## config.mk

```make
export PLATFORM = sky130hd
export DESIGN_NAME = srsl_status
export DESIGN_NICKNAME = d
export VERILOG_FILES = /design/src/logic/srsl_pkg.sv /design/src/logic/srsl_status.sv
export VERILOG_INCLUDE_DIRS = /design/src /design/src/logic
export SDC_FILE = /design/constraint.sdc
export NUM_CORES = 1
export LEC_CHECK = 0
export ABC_AREA = 1
export BUFFER_PORTS_ARGS = -buffer_cell sky130_fd_sc_hd__clkbuf_2
export CORE_MARGIN = 2
export CORE_UTILIZATION = 30
export CTS_BUF_LIST = sky130_fd_sc_hd__clkbuf_8
export CTS_CLUSTER_DIAMETER = 120
export DETAILED_ROUTE_END_ITERATION = 12
export HOLD_SLACK_MARGIN = 0.12
export MAX_ROUTING_LAYER = met4
export PLACE_DENSITY = 0.7
export SLEW_MARGIN = 10
export SYNTH_ARGS = -nofsm -noshare
export SYNTH_HDL_FRONTEND = slang
export SYNTH_SLANG_ARGS = --single-unit
```

## constraint.sdc

```tcl
create_clock -name mclk -period 1 [get_ports mclk]
set_input_delay 0.15 -clock mclk [delete_from_list [all_inputs] [get_ports mclk]]
set_output_delay 0.15 -clock mclk [all_outputs]
set_load 0.1 [all_outputs]
```

## src/logic/srsl_defs.svh

```systemverilog
// Constants for the service request and status byte logic.
// Assumes inclusion by bare name from the package and the design file.
`ifndef SRSL_DEFS_SVH
`define SRSL_DEFS_SVH
// =====================================================
// Status byte bit positions
`define SRSL_BIT_QUES 3
`define SRSL_BIT_REPLY 4
`define SRSL_BIT_EVENT 5
`define SRSL_BIT_SUMMARY 6
// Enable mask bits that take part in the summary (bit 6 excluded)
`define SRSL_SUMMARY_MASK 8'hbf
// Status byte bits that are never used and always read zero
`define SRSL_UNUSED_MASK 8'h87
// Reset value of the service request enable mask
`define SRSL_MASK_RST 8'h00
`endif

```

## src/logic/srsl_pkg.sv

```systemverilog
// Types for the service request and status byte logic.
// Assumes the constants header is on the include path.
`include "srsl_defs.svh"
package srsl_pkg;
    // =====================================================
    // Interrupt pulses toward the bus controller
    typedef struct packed {
        logic req_true;  // Summary rose 0 to 1
        logic req_false; // Summary fell 1 to 0
    } srsl_irq_t;
    // Register write command from the command parser
    typedef struct packed {
        logic       wr;   // One-cycle write strobe
        logic [7:0] data; // Mask value 0 to 255
    } srsl_wr_t;
    // Summary state machine
    typedef enum logic [0:0] {SRSL_IDLE, SRSL_ACTIVE} srsl_state_t;
endpackage

```

## src/logic/srsl_status.sv

```systemverilog
// Status byte and service request summary of the environment monitor.
// Assumes condition inputs are on mclk already (they come from firmware-side logic).
//
// Functional notes
// - Enable mask written as 8-bit value
// - Mask bit 6 ignored in summary
// - Summary set from masked status bits
// - Summary rise issues request-true interrupt
// - Summary fall issues request-false interrupt
// - Mask query returns last written value
// - Status bits 0,1,2,7 read zero
// - Bit 3 from masked questionable condition
// - Bit 4 while reply is pending
// - Bit 5 from masked standard events
// - Query and serial poll same value
// - Bit true means condition true
// - Event flag ORs masked event bits
// - Instrument reset leaves status unchanged
//
// =====================================================
// Usage notes
// The enable mask is written by a one-cycle strobe carrying the whole byte.
// All eight mask bits are stored and read back, bit 6 included, so a query
// returns exactly what was written; only the summary leaves bit 6 out.
// The status byte is registered: every bit follows its condition inputs
// with one cycle of lag, and the summary bit is built from the same inputs
// and the registered mask, so it lags a mask write by one more cycle.
// Query and serial poll read one shared register, so they can never differ.
// Request pulses are registered together with the status byte, so a pulse
// stands in the very cycle in which the summary bit changes on the output.
// A summary that toggles every cycle yields one pulse per edge; the bus side
// must take a pulse every cycle if the conditions can toggle that fast.
// The instrument reset command is wired in only so that its harmlessness
// can be checked; no register here listens to it.
// Condition inputs must already be on mclk; they come from logic in this
// clock domain, so no synchroniser stages are placed in front of them.
//
`timescale 1ns/1ps
`include "srsl_defs.svh"
module srsl_status (
    input wire logic mclk, // 50 MHz system clock
    input wire logic sys_rst, // Power-on reset, synchronous, high
    input wire srsl_pkg::srsl_wr_t mask_cmd, // Enable mask write command
    input wire logic inst_rst, // Instrument reset command pulse
    input wire logic [7:0] ques_cond, // Questionable condition register
    input wire logic [7:0] ques_enable, // Questionable enable register
    input wire logic reply_pending, // Reply waiting in output buffer
    input wire logic [7:0] standard_event_register, // Standard event register
    input wire logic [7:0] standard_event_enable_mask, // Standard event enable
    output logic [7:0] service_request_enable_mask, // Mask readback
    output logic [7:0] status_summary_byte, // Status byte for query
    output logic [7:0] serial_poll_byte, // Status byte for serial poll
    output srsl_pkg::srsl_irq_t irq // Request interrupt pulses
);
    import srsl_pkg::*;

    // =====================================================
    // Enable mask register
    logic [7:0] mask_r; // Stored mask
    logic [7:0] mask_nxt; // Next mask

    // Write takes the full byte; instrument reset has no effect on it
    always_comb begin
        mask_nxt = mask_r;
        if (mask_cmd.wr) begin
            mask_nxt = mask_cmd.data;
        end
    end

    // Power-on clear so no request fires until software enables one
    always_ff @(posedge mclk) begin
        if (sys_rst) begin
            mask_r <= `SRSL_MASK_RST;
        end else begin
            mask_r <= mask_nxt;
        end
    end

    // =====================================================
    // Status byte assembly
    logic event_summary_flag; // Masked standard event summary
    logic ques_summary; // Masked questionable summary
    logic [7:0] status_raw; // Byte without the summary bit
    logic master_summary_bit; // Combinational summary

    always_comb begin
        event_summary_flag = |(standard_event_register & standard_event_enable_mask);
        ques_summary = |(ques_cond & ques_enable);
        status_raw = 8'h00;
        status_raw[`SRSL_BIT_QUES] = ques_summary;
        status_raw[`SRSL_BIT_REPLY] = reply_pending;
        status_raw[`SRSL_BIT_EVENT] = event_summary_flag;
        // Bit 6 of the mask is dropped so the summary cannot enable itself
        master_summary_bit = |(status_raw & mask_r & `SRSL_SUMMARY_MASK);
    end

    // =====================================================
    // Registered status byte and edge state
    logic [7:0] status_r; // Registered status byte
    logic [7:0] status_nxt; // Next status byte
    srsl_state_t state_r; // Summary level as state
    srsl_state_t state_nxt; // Next state
    srsl_irq_t irq_r; // Registered pulses
    srsl_irq_t irq_nxt; // Next pulses

    // Edges of the summary bit raise one-cycle request pulses
    always_comb begin
        status_nxt = status_raw;
        status_nxt[`SRSL_BIT_SUMMARY] = master_summary_bit;
        irq_nxt = '0;
        state_nxt = state_r;
        case (state_r)
            SRSL_IDLE: begin
                if (master_summary_bit) begin
                    state_nxt = SRSL_ACTIVE;
                    irq_nxt.req_true = 1'b1;
                end
            end
            SRSL_ACTIVE: begin
                if (!master_summary_bit) begin
                    state_nxt = SRSL_IDLE;
                    irq_nxt.req_false = 1'b1;
                end
            end
            default: begin
                state_nxt = SRSL_IDLE;
            end
        endcase
    end

    // Only power-on reset clears state; instrument reset is ignored
    always_ff @(posedge mclk) begin
        if (sys_rst) begin
            status_r <= 8'h00;
            state_r <= SRSL_IDLE;
            irq_r <= '0;
        end else begin
            status_r <= status_nxt;
            state_r <= state_nxt;
            irq_r <= irq_nxt;
        end
    end

    // =====================================================
    // Outputs: both read paths share one register
    assign service_request_enable_mask = mask_r;
    assign status_summary_byte = status_r;
    assign serial_poll_byte = status_r;
    assign irq = irq_r;

    // =====================================================
    // Assertions
    property p_mask_write;
        @(posedge mclk) disable iff (sys_rst) mask_cmd.wr |=> service_request_enable_mask == $past(mask_cmd.data);
    endproperty
    a_mask_write: assert property (p_mask_write) else $error("mask write not stored");

    property p_summary_self;
        @(posedge mclk) disable iff (sys_rst) (status_raw & mask_r & 8'hbf) == 8'h00 |=> !status_summary_byte[6];
    endproperty
    a_summary_self: assert property (p_summary_self) else $error("summary set without cause");

    property p_summary_set;
        @(posedge mclk) disable iff (sys_rst) (status_raw & mask_r & 8'hbf) != 8'h00 |=> status_summary_byte[6];
    endproperty
    a_summary_set: assert property (p_summary_set) else $error("summary not set");

    property p_rise;
        @(posedge mclk) disable iff (sys_rst) irq.req_true |-> status_summary_byte[6] && !irq.req_false;
    endproperty
    a_rise: assert property (p_rise) else $error("request-true without summary");

    property p_fall;
        @(posedge mclk) disable iff (sys_rst) $fell(status_summary_byte[6]) |-> irq.req_false;
    endproperty
    a_fall: assert property (p_fall) else $error("request-false missing");

    property p_unused;
        @(posedge mclk) disable iff (sys_rst) (status_summary_byte & 8'h87) == 8'h00;
    endproperty
    a_unused: assert property (p_unused) else $error("unused status bit set");

    property p_reply;
        @(posedge mclk) disable iff (sys_rst) reply_pending |=> status_summary_byte[4];
    endproperty
    a_reply: assert property (p_reply) else $error("reply flag missing");

    property p_event;
        @(posedge mclk) disable iff (sys_rst)
            |(standard_event_register & standard_event_enable_mask) |=> status_summary_byte[5];
    endproperty
    a_event: assert property (p_event) else $error("event flag missing");

    property p_ques;
        @(posedge mclk) disable iff (sys_rst) |(ques_cond & ques_enable) |=> status_summary_byte[3];
    endproperty
    a_ques: assert property (p_ques) else $error("questionable flag missing");

    property p_inst_rst;
        @(posedge mclk) disable iff (sys_rst) inst_rst && !mask_cmd.wr |=> $stable(service_request_enable_mask);
    endproperty
    a_inst_rst: assert property (p_inst_rst) else $error("mask changed by instrument reset");

    // =====================================================
    // Further checks on the read paths and the request pulses
    // Both read paths come from one register and must agree every cycle
    property p_serial_same;
        @(posedge mclk) disable iff (sys_rst) serial_poll_byte == status_summary_byte;
    endproperty
    a_serial_same: assert property (p_serial_same) else $error("serial poll byte differs from query byte");

    // A rise of the summary bit must carry a request-true pulse with it
    property p_rise_pulse;
        @(posedge mclk) disable iff (sys_rst) $rose(status_summary_byte[6]) |-> irq.req_true;
    endproperty
    a_rise_pulse: assert property (p_rise_pulse) else $error("request-true missing");

    // Request-true stands one cycle only
    property p_true_once;
        @(posedge mclk) disable iff (sys_rst) irq.req_true |=> !irq.req_true;
    endproperty
    a_true_once: assert property (p_true_once) else $error("request-true longer than one cycle");

    // Request-false only with the summary low and never with request-true
    property p_false_cause;
        @(posedge mclk) disable iff (sys_rst) irq.req_false |-> !status_summary_byte[6] && !irq.req_true;
    endproperty
    a_false_cause: assert property (p_false_cause) else $error("request-false without summary fall");

    // Request-false stands one cycle only
    property p_false_once;
        @(posedge mclk) disable iff (sys_rst) irq.req_false |=> !irq.req_false;
    endproperty
    a_false_once: assert property (p_false_once) else $error("request-false longer than one cycle");

    // No pulse while the summary bit stays put
    property p_quiet;
        @(posedge mclk) disable iff (sys_rst) $stable(status_summary_byte[6]) |-> !irq.req_true && !irq.req_false;
    endproperty
    a_quiet: assert property (p_quiet) else $error("request pulse without summary change");

    // Without a write the mask must hold its value
    property p_mask_hold;
        @(posedge mclk) disable iff (sys_rst) !mask_cmd.wr |=> $stable(service_request_enable_mask);
    endproperty
    a_mask_hold: assert property (p_mask_hold) else $error("mask changed without a write");

    // A mask holding only bit 6 can never raise the summary
    property p_bit6_only;
        @(posedge mclk) disable iff (sys_rst) service_request_enable_mask == 8'h40 |=> !status_summary_byte[6];
    endproperty
    a_bit6_only: assert property (p_bit6_only) else $error("summary enabled by mask bit 6");

    // Cleared conditions must clear their status bits a cycle later
    property p_ques_clear;
        @(posedge mclk) disable iff (sys_rst) (ques_cond & ques_enable) == 8'h00 |=> !status_summary_byte[3];
    endproperty
    a_ques_clear: assert property (p_ques_clear) else $error("questionable flag stuck");

    property p_reply_clear;
        @(posedge mclk) disable iff (sys_rst) !reply_pending |=> !status_summary_byte[4];
    endproperty
    a_reply_clear: assert property (p_reply_clear) else $error("reply flag stuck");

    property p_event_clear;
        @(posedge mclk) disable iff (sys_rst)
            (standard_event_register & standard_event_enable_mask) == 8'h00 |=> !status_summary_byte[5];
    endproperty
    a_event_clear: assert property (p_event_clear) else $error("event flag stuck");

    // Power-on reset clears the mask, the status byte and the pulses
    property p_mask_reset;
        @(posedge mclk) sys_rst |=> service_request_enable_mask == 8'h00 && status_summary_byte == 8'h00 && irq == '0;
    endproperty
    a_mask_reset: assert property (p_mask_reset) else $error("state not cleared by power-on reset");
endmodule

```

# Yosys cells after proc, flatten, opt, wreduce, memory -nomap -nowiden
# Cells that the tools add are included.
[totals]
ff_bits = 19
in_bits = 45
elab_cells = 17
[op_classes]
mux = 2
n_reduce_logical = 5
bitwise_logic = 4
[ops]
columns = ["cell", "count"]
rows = [
  ["8-bit AND", 2],
  ["8-bit OR reduction", 2],
  ["6-bit by 8-bit AND with 8-bit output", 1],
  ["7-bit OR reduction", 1],
  ["2-bit OR reduction", 2],
  ["1-bit 2-to-1 mux", 2],
  ["1-bit NOT", 1],
]

# Depth between registers and ports, before layout
# Gate-level depths: netlist (run 1).
[depth]
depth_word = 5
ltp_mapped = 8

# Worst setup path before layout (run 1)
# Ideal clock, no wire load.
[synth_timing]
path_kind = "reg2out"
startpoint = "register status_r[3], in the netlist serial_poll_byte[3]"
endpoint = "output status_summary_byte[3]"
setup_slack_ns = -0.506
path_stages_with_launch = 2
t_arrival_ns = 1.356
required_ns = 0.850
n_path_buf = 1
cell_sequence = "dfxtp_1 buf_4"
[synth_rtl]
columns = ["item", "line", "text"]
rows = [
  ["start, declared", "srsl_status.sv:99", "logic [7:0] status_r;"],
  ["start signal, assigned", "srsl_status.sv:138", "status_r <= status_nxt;"],
  ["end, declared", "srsl_status.sv:51", "output logic [7:0] status_summary_byte,"],
]
# No word-level cell between the ends.

# Worst setup path in the final report (run 1)
[layout_timing]
startpoint = "register status_r[6], in the netlist serial_poll_byte[6]"
endpoint = "output serial_poll_byte[6]"
[layout_rtl]
columns = ["item", "line", "text"]
rows = [
  ["end, declared", "srsl_status.sv:52", "output logic [7:0] serial_poll_byte,"],
]
# No word-level cell between the ends.

==> summary.md, run 1 <==
The flow ran to the end, and the final reports show no timing, DRC or antenna violations. The detail route stage leaves a number of antenna-violating nets equal to 0. The maximum clock frequency is 1050 MHz, and the largest stage delay on the critical path is 0.38 ns.

Entering global routing, the biggest net connects 11 pins. After detailed routing, the average wire length per cell comes to 9.21 um. The run gives 30.1% as the met2 track utilization from global routing. After global routing, the most crowded layer is met2.

The root buffer cell is sky130_fd_sc_hd__clkbuf_8. Each instance of the synthesized netlist takes up on average 6.89 um^2. The final routed DRC violation total is 0, and the post-synthesis instance total is 99. The analysis attributes to cell leakage a power of 0.699 nW.

The global-route met1 utilization came out at 14.1%. Flip-flop and latch area: 310 um^2. After clock tree synthesis, the clock-pin slew on the worst setup and hold paths is 0.06 ns. Among cell families on the critical path, the largest total delay comes from flip-flops. The detailed router finished its first iteration with 5 violations.

The die is 51.7 um tall. For this design, the sink count on the clock tree is 14. The total count of hold-check failures in the final report came out at 0.

After detailed routing, the total wire length is 1720 um. The wire length of the first global-routing pass came out at 3120 um. In this run the horizontal extent of the chip is 51.7 um. Clock latency on the worst-skew pair: 0.24 ns.

The number of antenna violations at the first check in global routing was 0. The H-tree depth was 1; the count of buffers added by post-CTS timing repair for setup was 0. The tightest hold path in the finished design has a slack of 0.131 ns. In this run the standard cell core region covers 2170 um^2. The highest-delay cell along the critical path is sky130_fd_sc_hd__dfxtp_4. Row generation in the floorplan step produced 17 rows. The run gives 0 as the number of antenna cells inserted. Setup repair after global routing left no endpoint under its margin. The run gives 0 as the number of failing setup endpoints in the final timing report. Across all layers, the routed design uses 767 vias. VDD sags by at most 863 uV. The final design utilization is 60.7%, and the initial standard-cell utilization of the core is 31.4%.

The clock arrives with 0.00215 ns of skew. Counting I/O delays and the setup requirement, the final critical path takes 0.953 ns. The worst hold path class is input port to flip-flop. The via count of the first global-routing pass was 774. Summed over all layers, the global routing overflow is 0. After detailed routing, the number of vias per cell comes to 4.10. For the deepest clock path buffer count, the log shows 2. The tools report the area taken by multi-input logic gates as 312 um^2. The count of buffers added on input and output ports is 61. For this design the ratio of total power to cell area is 1600 nW/um^2. For this run, the number of Yosys warnings is 0.

The global routing met3 resource utilization came out at 4.89%. The tools report the sequential area share after synthesis as 41.1%. STA classifies the critical path endpoint as a primary output. Worst endpoint data arrival time: 0.80 ns. Detailed placement finished with a half-perimeter wire length of 1530 um. The unique cell type count in the Yosys netlist is 12, and the fill cell instance count of the final layout is 193. The critical path is of the flip-flop to primary output type.

Cells with a size suffix above 1 make up 55.3% of the layout. In this run the count of I/O pins placed on the die edge is 71. For this run, the detailed router's first-pass iteration total came to 3. The weighted congestion at the end of routability-driven global placement was 0.691; the die area was 2670 um^2. In the final design database the tool counted 205 nets. The count of pins over their slew limit is 0. The layout overhead on the synthesized area is 93.0%, and the number of buffers and inverters on the critical path is 1.

In this run, CTS created clock tree buffers numbering 3. The combined global-route utilization of all metal layers is 15.8%. In this run, synthesis produced a sequential element count of 14. The run gives 682 um^2 as the synthesized cell area. Startpoint type of the worst setup path: a flip-flop. The signal on the critical path passes through buf_12. The final period utilization works out to 95.3%. The number of max-capacitance violations reported came out at 0. TritonCTS built the clock tree. The largest fanout of any net on the critical path was 4; the data required time of the worst path was 0.85 ns.
-- repair_timing --
action                                  CTS  global route
cloned                                    0             0
endpoints found under the setup margin    2             2
hold buffers                              1             0
endpoints found under the hold margin     1             0
gates resized for setup                   1             1
-- area by class of cell --
class	instances	share of cell area, %
timing repair buffer	62	44.5
multi-input combinational	74	23.7
sequential	14	23.6
clock buffer	4	4.18
tap	28	2.66
inverter	5	1.43
-- worst reg2reg max path, stage by stage, from the launching register on --
cell and delay, ns:
sky130_fd_sc_hd__dfxtp_4 0.35, sky130_fd_sc_hd__nand2_1 0.07, sky130_fd_sc_hd__nand3_2 0.10, sky130_fd_sc_hd__nand2_1 0.07, sky130_fd_sc_hd__inv_1 0.03
-- routing by layer --
metal,up-vias,wire length (um)
met5,-,0
met2,39,908
met1,322,622
met3,2,180
met4,0,12
li1,404,-
-- through the flow --
step	setup slack, ns	cells	cell area (um^2)	TNS [ns]	power [mW]
floorplan	-0.172	106	742	-0.172	1.29
global placement	0.101	182	1250	0	1.57
detailed placement	0.0905	182	1250	0	1.58
CTS	0.00732	187	1310	0	2.13
global route	0.0111	187	1320	0	2.20
finish	0.0468	187	1320	0	2.10
-- sequential cells by signal, summed over array words and instances, names as in the netlist --
register / flops
irq: 2
serial_poll_byte: 4
service_request_enable_mask: 8
-- cell families after synthesis --
logic type	after synthesis	share of synthesized area, %
flops	14	41.1
other cells	1	0.550
compound gates	10	7.34
simple gates	56	33.9
buf+inv	18	17.1
-- layout by cell type (no fill, tap or decap), drive strengths merged --
cell	instances
a21oi	2
buf	18
clkbuf	47
conb	8
dfxtp	14
dlygate4sd3	1
inv	5
nand2	32
nand3	1
nor2	23
o21ai	8
-- power breakdown --
group          total, mW  switching (mW)  internal [mW]
clock network      0.536           0.188          0.348
registers          0.652          0.0496          0.602
logic              0.915           0.619          0.296
total               2.10           0.857           1.25
-- cell usage after synthesis, drive strengths merged --
| library cell | number | area [um^2] |
|---|---|---|
| buf | 13 | 97.6 |
| dfxtp | 14 | 280 |
| a21oi | 2 | 10.0 |
| inv | 5 | 18.8 |
| nand3 | 1 | 10.0 |
| nor2 | 23 | 98.8 |
| conb | 1 | 3.75 |
| o21ai | 8 | 40.0 |
| nand2 | 32 | 123 |
-- path summary, 6_finish.rpt --
path	endpoint	from	slack, ns	cells after the start
min	service_request_enable_mask[1]$_SDFFE_PP0P_	mask_cmd[1]	0.13	3
min reg2reg	irq[0]$_SDFF_PP0_	serial_poll_byte[6]$_SDFF_PP0_	0.52	2
max reg2reg	serial_poll_byte[6]$_SDFF_PP0_	service_request_enable_mask[5]$_SDFFE_PP0P_	0.28	4
max	serial_poll_byte[6]	serial_poll_byte[6]$_SDFF_PP0_	0.05	1
(Power assumes the default switching activity.)
==> run 2, diff against run 1 <==
--- a/config.mk
+++ b/config.mk
@@ -16,7 +16,8 @@
 export HOLD_SLACK_MARGIN = 0.12
 export MAX_ROUTING_LAYER = met4
 export PLACE_DENSITY = 0.7
-export SLEW_MARGIN = 10
+export REMOVE_ABC_BUFFERS = 1
+export SLEW_MARGIN = 20
 export SYNTH_ARGS = -nofsm -noshare
 export SYNTH_HDL_FRONTEND = slang
 export SYNTH_SLANG_ARGS = --single-unit
==> run 2 against run 1 <==
Maximum frequency is 0.53% lower. Power up 0.92%. Sequential share of layout area decreased by 1.1 points.
==> summary.md, run 2 (synthesized netlist as in run 1, its figures left out) <==
The run finished with clean final reports. The final period utilization was 95.8% (+0.51 points). Total via count after detailed routing: 808 (+5.3%). The count of pins over their slew limit is 0 (unchanged). The logs give 2170 um^2 (unchanged) for the floorplan core area and 0.613 (-11%) for the weighted congestion at the end of routability-driven global placement. The library cell used most frequently in the layout, excluding fill and tap cells, is sky130_fd_sc_hd__clkbuf_2. The number of antenna cells inserted was 0 (unchanged); the layout overhead on the synthesized area was 90.6%. Setup repair after global routing left no endpoint under its margin. The run gives 0.24 ns (about the same) as the clock latency on the worst-skew pair.

The number of flip-flops under the largest register name works out to 8 (unchanged). The deepest clock path buffer count was 2 (unchanged). Root buffer cell: sky130_fd_sc_hd__clkbuf_8.

The detail-routed net length per standard cell is 10.1 um (+10%), and the worst-case clock skew is 0.00431 ns (+0.00216 ns). The final-layout setup total negative slack is 0 ns (unchanged), and the share of final-layout standard cells stronger than drive strength 1 is 50.9% (-4.4 points). The smallest setup slack after layout is 0.0417 ns (-0.00511 ns). The worst hold path endpoint was service_request_enable_mask[0]$_SDFFE_PP0P_.

The critical path is of the flip-flop to primary output type. The I/O pin count was 71 (unchanged); the largest fanout of any net on the critical path was 2 (-2). The maximum clock frequency came out at 1040 MHz (-0.53%).

Element type at the critical path end: a primary output. Walking the worst path, the cells encountered are buf_12. The count of input and output buffers was 61 (unchanged); the post-detailed-route count of antenna-violating nets was 0 (unchanged).

The number of vias per cell after detailed routing is 4.32 (+5.3%), and the clock net sink count is 14 (unchanged). The total count of hold-check failures in the final report is 0 (unchanged), and the number of nets in the layout is 205 (unchanged). The height of the die works out to 51.7 um (unchanged). The number of antenna violations at the first check in global routing came out at 0 (unchanged). The worst register-to-register path ends at serial_poll_byte[6]$_SDFF_PP0_. The ratio of total power to cell area is 1630 nW/um^2 (+2.2%), and the largest net degree at the start of global routing is 11 (unchanged). The combined global-route utilization of all metal layers is 15.5% (-0.28 points).

The number of clock buffers inserted by TritonCTS is 3 (unchanged), and the worst voltage drop across the vdd grid is 1070 uV (+23%). The tools report the overflow left after global routing as 0 (unchanged). The cell depth of the worst hold path was 3 (unchanged); the number of search-and-repair iterations in the first detailed-routing pass was 3 (unchanged). Data required time of the worst path: 0.85 ns (about the same). The startpoint type of the worst setup path was a flip-flop. The horizontal extent of the die is 51.7 um (unchanged).

The worst register-to-register path begins at service_request_enable_mask[3]$_SDFFE_PP0P_. The total power is 2.12 mW (+0.92%). The run gives 2670 um^2 (unchanged) as the die area.

The number of max-capacitance violations reported is 0 (unchanged), and the minimum clock period after layout is 0.958 ns (+0.00511 ns). Leaving out fill and tap cells, the most frequent cells in the layout are sky130_fd_sc_hd__clkbuf_2, sky130_fd_sc_hd__nand2_1, sky130_fd_sc_hd__nor2_1, sky130_fd_sc_hd__buf_12. The detailed router's first-iteration violation count is 8 (+3), and the number of buffers and inverters on the critical path is 1 (unchanged). For the number of failing setup endpoints in the final timing report, the log shows 0 (unchanged).

TritonCTS built the clock tree. The largest stage delay on the critical path is 0.38 ns (about the same). The hold path startpoint was mask_cmd[0]. The number of placement rows is 17 (unchanged), and the final design utilization is 59.9% (-0.75 points). The worst slack at placement was 0.0566 ns (-0.0339 ns). For this design, the slowest cell found on the critical path is sky130_fd_sc_hd__dfxtp_1. The H-tree depth is 1 (unchanged), and the static power due to leakage is 0.705 nW (+0.77%). The worst hold path class is input port to flip-flop. The via count of the first global-routing pass is 805 (+4.0%).

Among cell families on the critical path, the largest total delay comes from flip-flops. The worst reg-to-reg path cell count was 4 (unchanged). The tools report the worst endpoint data arrival time as 0.81 ns (about the same).

The logs give 1300 um^2 (-1.2%) for the total non-filler cell area in the finished layout and 0.26 ns (-0.02 ns) for the register-to-register path setup slack. Wire length of the first global-routing pass: 3070 um (-1.5%). The tools report the initial standard-cell utilization of the core as 31.4% (unchanged). For the post-detailed-placement half-perimeter wirelength, the log shows 1620 um (+5.7%). The total routed wirelength was 1900 um (+10%). The clock transition at the registers of the reported paths was 0.06 ns (about the same). The logs give 1220 um^2 (-2.1%) for the placement-stage cell area and 0 (unchanged) for the final routed DRC violation total.
[run 2: what timing repair did]
| action | in CTS | in global routing |
|---|---|---|
| hold endpoints to repair | 1 | 0 |
| hold buffers | 1 | 0 |
| gates resized for setup | 6 | 3 |
| pin swaps | 0 | 1 |
| setup endpoints to repair | 10 | 5 |
| setup buffers | 0 | 0 |
[run 2: cell type report]
cell class                      instances  area, um^2
Multi-Input combinational cell         74         312
Clock buffer                            4        55.1
Timing Repair Buffer                   62         588
Fill cell                             191         870
Tap cell                               28        35.0
Sequential cell                        14         292
Inverter                                5        18.8
[run 2: worst max-delay path by stage]
stage | end | cells after the start | slack (ns) | from
floorplan | irq[0]$_SDFF_PP0_ | 2 | -0.96 | serial_poll_byte[6]$_SDFF_PP0_
global placement | irq[1]$_SDFF_PP0_ | 9 | 0.1 | standard_event_register[3]
detailed placement | serial_poll_byte[6]$_SDFF_PP0_ | 9 | 0.06 | standard_event_register[0]
CTS | status_summary_byte[6] | 1 | 0.01 | serial_poll_byte[6]$_SDFF_PP0_
global route | service_request_enable_mask[1] | 1 | 0.008 | service_request_enable_mask[1]$_SDFFE_PP0P_
finish | service_request_enable_mask[0] | 1 | 0.04 | service_request_enable_mask[0]$_SDFFE_PP0P_
[run 2: where the power goes]
part | switching [mW] | internal [mW] | leakage, nW
clock | 0.203 | 0.348 | 0.0288
combinational | 0.623 | 0.295 | 0.558
sequential | 0.0504 | 0.603 | 0.118
[run 2: metrics by stage]
stage                     std cells  hold WS (ns)
after floorplan                  93         0.219
after global placement          182         0.358
after detailed placement        182         0.362
after CTS                       187         0.130
after global routing            187         0.141
final                           187         0.130
[run 2: layer usage]
layer	wire [um]	track usage, %
met1	696	14.0
met5	0	-
met2	999	30.3
met3	172	3.16
met4	27	7.89
==> run 3, diff against run 2 <==
--- a/config.mk
+++ b/config.mk
@@ -7,15 +7,14 @@
 export NUM_CORES = 1
 export LEC_CHECK = 0
 export ABC_AREA = 1
-export BUFFER_PORTS_ARGS = -buffer_cell sky130_fd_sc_hd__clkbuf_2
 export CORE_MARGIN = 2
 export CORE_UTILIZATION = 30
 export CTS_BUF_LIST = sky130_fd_sc_hd__clkbuf_8
 export CTS_CLUSTER_DIAMETER = 120
 export DETAILED_ROUTE_END_ITERATION = 12
+export DONT_BUFFER_PORTS = 1
 export HOLD_SLACK_MARGIN = 0.12
 export MAX_ROUTING_LAYER = met4
-export PLACE_DENSITY = 0.7
 export REMOVE_ABC_BUFFERS = 1
 export SLEW_MARGIN = 20
 export SYNTH_ARGS = -nofsm -noshare
==> run 3 against run 2 <==
Critical path type unchanged. Sequential share of layout area is 3.6 points higher. Power is 8.9% lower. Combinational power down 8.8%. Cell count is 19% lower. Final area fell by 15%. Routed wire length fell by 10%. Via count decreased by 17%. Hold slack better by 0.0037 ns. Maximum frequency decreased by 2.9%. Sequential cell count is the same. Register-to-register slack is essentially flat. Critical path depth stayed put.
==> summary.md, run 3 (synthesized netlist as in run 1, its figures left out) <==
The flow ran to the end, and the final reports show no timing, DRC or antenna violations. The horizontal extent of the die came out at 51.7 um (unchanged). The number of flip-flops under the largest register name was 8 (unchanged). The count of input and output buffers is 0 (-100%), and the worst voltage drop across the vdd grid is 1120 uV (+5.4%). The library cell used most frequently in the layout, excluding fill and tap cells, is sky130_fd_sc_hd__nand2_1. Among all stages on the critical path, the largest delay is contributed by sky130_fd_sc_hd__dfxtp_2. The worst setup path is captured at a primary output. The cell depth of the worst hold path was 3 (unchanged). TritonCTS built the clock tree. For the placement-stage cell area, the log shows 906 um^2 (-26%). In this run the worst hold path is classified as input port to flip-flop.

Number of placement rows: 17 (unchanged). The largest fanout of any net on the critical path works out to 2 (unchanged). The number of clock buffers inserted by TritonCTS is 3 (unchanged). Floorplan core area: 2170 um^2 (unchanged). For the via count of the first global-routing pass, the log shows 666 (-17%). The startpoint type of the worst setup path is a flip-flop.

Ratio of total power to cell area: 1740 nW/um^2 (+6.9%). The detail-routed net length per standard cell is 11.2 um (+11%), and the worst slack at placement is 0.148 ns (+0.0913 ns). Height of the die: 51.7 um (unchanged). The largest net degree at the start of global routing is 11 (unchanged), and the worst-case clock skew is 0.00448 ns (+0.000168 ns). Setup repair after global routing could not meet its margin everywhere. The run gives 0 (unchanged) as the overflow left after global routing.

The net switching power of the design is 836 uW (-4.5%). The logs give 669 (-17%) for the total via count after detailed routing and 0.24 ns (about the same) for the clock latency on the worst-skew pair. The number of nets in the layout is 170 (-17%), and the total count of hold-check failures in the final report is 0 (unchanged).

Minimum clock period after layout: 0.987 ns (+0.0288 ns). Startpoint of the worst register-to-register path: service_request_enable_mask[5]$_SDFFE_PP0P_. The clock net sink count is 14 (unchanged), and the total non-filler cell area in the finished layout is 1110 um^2 (-15%).

The clock transition at the registers of the reported paths is 0.06 ns (about the same). Critical path start-end classification: flip-flop to primary output. Relative to the synthesized area, the layout overhead comes to 62.6%. In the layout the commonest cells are sky130_fd_sc_hd__nand2_1, sky130_fd_sc_hd__nor2_1, sky130_fd_sc_hd__buf_12. The count of pins over their slew limit is 0 (unchanged). The data required time of the worst path came out at 0.85 ns (about the same). For the number of antenna violations at the first check in global routing, the log shows 0 (unchanged).

Walking the worst path, the cells encountered are buf_12. The number of max-capacitance violations reported is 0 (unchanged), and the deepest clock path buffer count is 2 (unchanged). The total internal power was 1.10 mW (-12%); the wire length of the first global-routing pass was 2720 um (-11%). For the number of failing setup endpoints in the final timing report, the log shows 0 (unchanged).

The endpoint identified for the worst register-to-register timing path is serial_poll_byte[6]$_SDFF_PP0_. The H-tree depth came out at 1 (unchanged). The switching share of total power was 43.2% (+2.0 points). The number of cells in the design after placement was 135 (-26%); the total routed wirelength was 1700 um (-10%). The worst reg-to-reg path cell count was 4 (unchanged). The tools report the weighted congestion at the end of routability-driven global placement as 0.698 (+14%).

The path with the worst hold slack has its endpoint at service_request_enable_mask[0]$_SDFFE_PP0P_. The number of standard cells in the final layout excluding fillers was 151 (-19%). The post-detailed-route count of antenna-violating nets came out at 0 (unchanged). The combined global-route utilization of all metal layers was 14.5% (-1.0 points).

The proportion of power drawn by flip-flops and latches is 33.3% (+2.5 points), and the number of buffers and inverters on the critical path is 1 (unchanged). The tree is rooted in a sky130_fd_sc_hd__clkbuf_8. The final period utilization is 98.7% (+2.9 points), and the I/O pin count is 71 (unchanged). The run gives 1.93 mW (-8.9%) as the total power. The hold path startpoint is mask_cmd[8].

The run gives 1010 MHz (-2.9%) as the maximum clock frequency. The detailed router's first-iteration violation count is 5 (-3), and the register-to-register path setup slack is 0.27 ns (about the same). The portion of total power attributed to combinational logic is 43.3% (about the same).

The run gives 0.0129 ns (-0.0288 ns) as the smallest setup slack after layout. The number of search-and-repair iterations in the first detailed-routing pass was 4 (+1). The share of final-layout standard cells stronger than drive strength 1 is 27.6% (-23 points). The category of cells accounting for the largest share of critical-path delay was flip-flops. The logs give 0 (unchanged) for the number of antenna cells inserted and 0.84 ns (+0.03 ns) for the worst endpoint data arrival time. The logs give 2670 um^2 (unchanged) for the die area and 0 ns (unchanged) for the final-layout setup total negative slack. The number of vias per cell after detailed routing works out to 4.43 (+2.5%).

The logic depth of the worst setup path including buffers was 1 (unchanged); the static power due to leakage was 0.534 nW (-24%). The post-detailed-placement half-perimeter wirelength was 1190 um (-27%); the final routed DRC violation total was 0 (unchanged). Largest stage delay on the critical path: 0.35 ns (-0.03 ns). The logs give 31.4% (unchanged) for the initial standard-cell utilization of the core and 23.5% (-2.5 points) for the clock network fraction of total power.
-- run 3: timing repair --
action | in CTS | in global routing
buffers inserted | 1 | 0
hold endpoints to repair | 13 | 1
gates cloned | 0 | 0
hold buffers | 11 | 1
gates resized for setup | 8 | 4
endpoints found under the setup margin | 5 | 13
-- run 3: routing by layer --
layer  vias up  share of wire (%)  routed length (um)  GRT usage [%]
li1        332                  -                   -              -
met1       281                 37                 633           14.1
met2        52                 52                 884           27.4
met3         4                9.5                 162           4.60
met4         0                1.0                  17           4.39
met5         -                  0                   0              -
-- run 3: power by group through the flow --
stage / clock, mW / combinational, mW / sequential (mW)
2_1_floorplan: 0 / 0.225 / 1.00
3_3_place_gp: 0 / 0.764 / 0.650
3_5_place_dp: 0 / 0.769 / 0.652
4_1_cts: 0.461 / 0.830 / 0.643
5_1_grt: 0.499 / 0.870 / 0.648
6_report: 0.454 / 0.837 / 0.643
-- run 3: how the worst max path moves through the flow --
| stage | startpoint | endpoint | slack, ns |
|---|---|---|---|
| 4_1_cts | service_request_enable_mask[4]$_SDFFE_PP0P_ | service_request_enable_mask[4] | 0.004 |
| 3_3_place_gp | standard_event_register[0] | serial_poll_byte[6]$_SDFF_PP0_ | 0.18 |
| 3_5_place_dp | standard_event_register[0] | serial_poll_byte[6]$_SDFF_PP0_ | 0.15 |
| 2_1_floorplan | serial_poll_byte[6]$_SDFF_PP0_ | irq[0]$_SDFF_PP0_ | -0.96 |
| 6_report | serial_poll_byte[6]$_SDFF_PP0_ | serial_poll_byte[6] | 0.01 |
| 5_1_grt | serial_poll_byte[6]$_SDFF_PP0_ | serial_poll_byte[6] | -0.02 |
-- run 3: cell type report --
type / instances / area, um^2
Multi-Input combinational cell: 74 / 312
Fill cell: 208 / 1060
Timing Repair Buffer: 27 / 410
Clock buffer: 3 / 41.3
Sequential cell: 14 / 289
Inverter: 5 / 21.3
Tap cell: 28 / 35.0
-- run 3: through the flow --
step           hold slack, ns  utilization (%)
2_1_floorplan           0.219                -
3_3_place_gp            0.214             41.8
3_5_place_dp            0.214             41.8
4_1_cts                 0.121             50.3
5_1_grt                 0.167             51.1
6_report                0.134             51.1
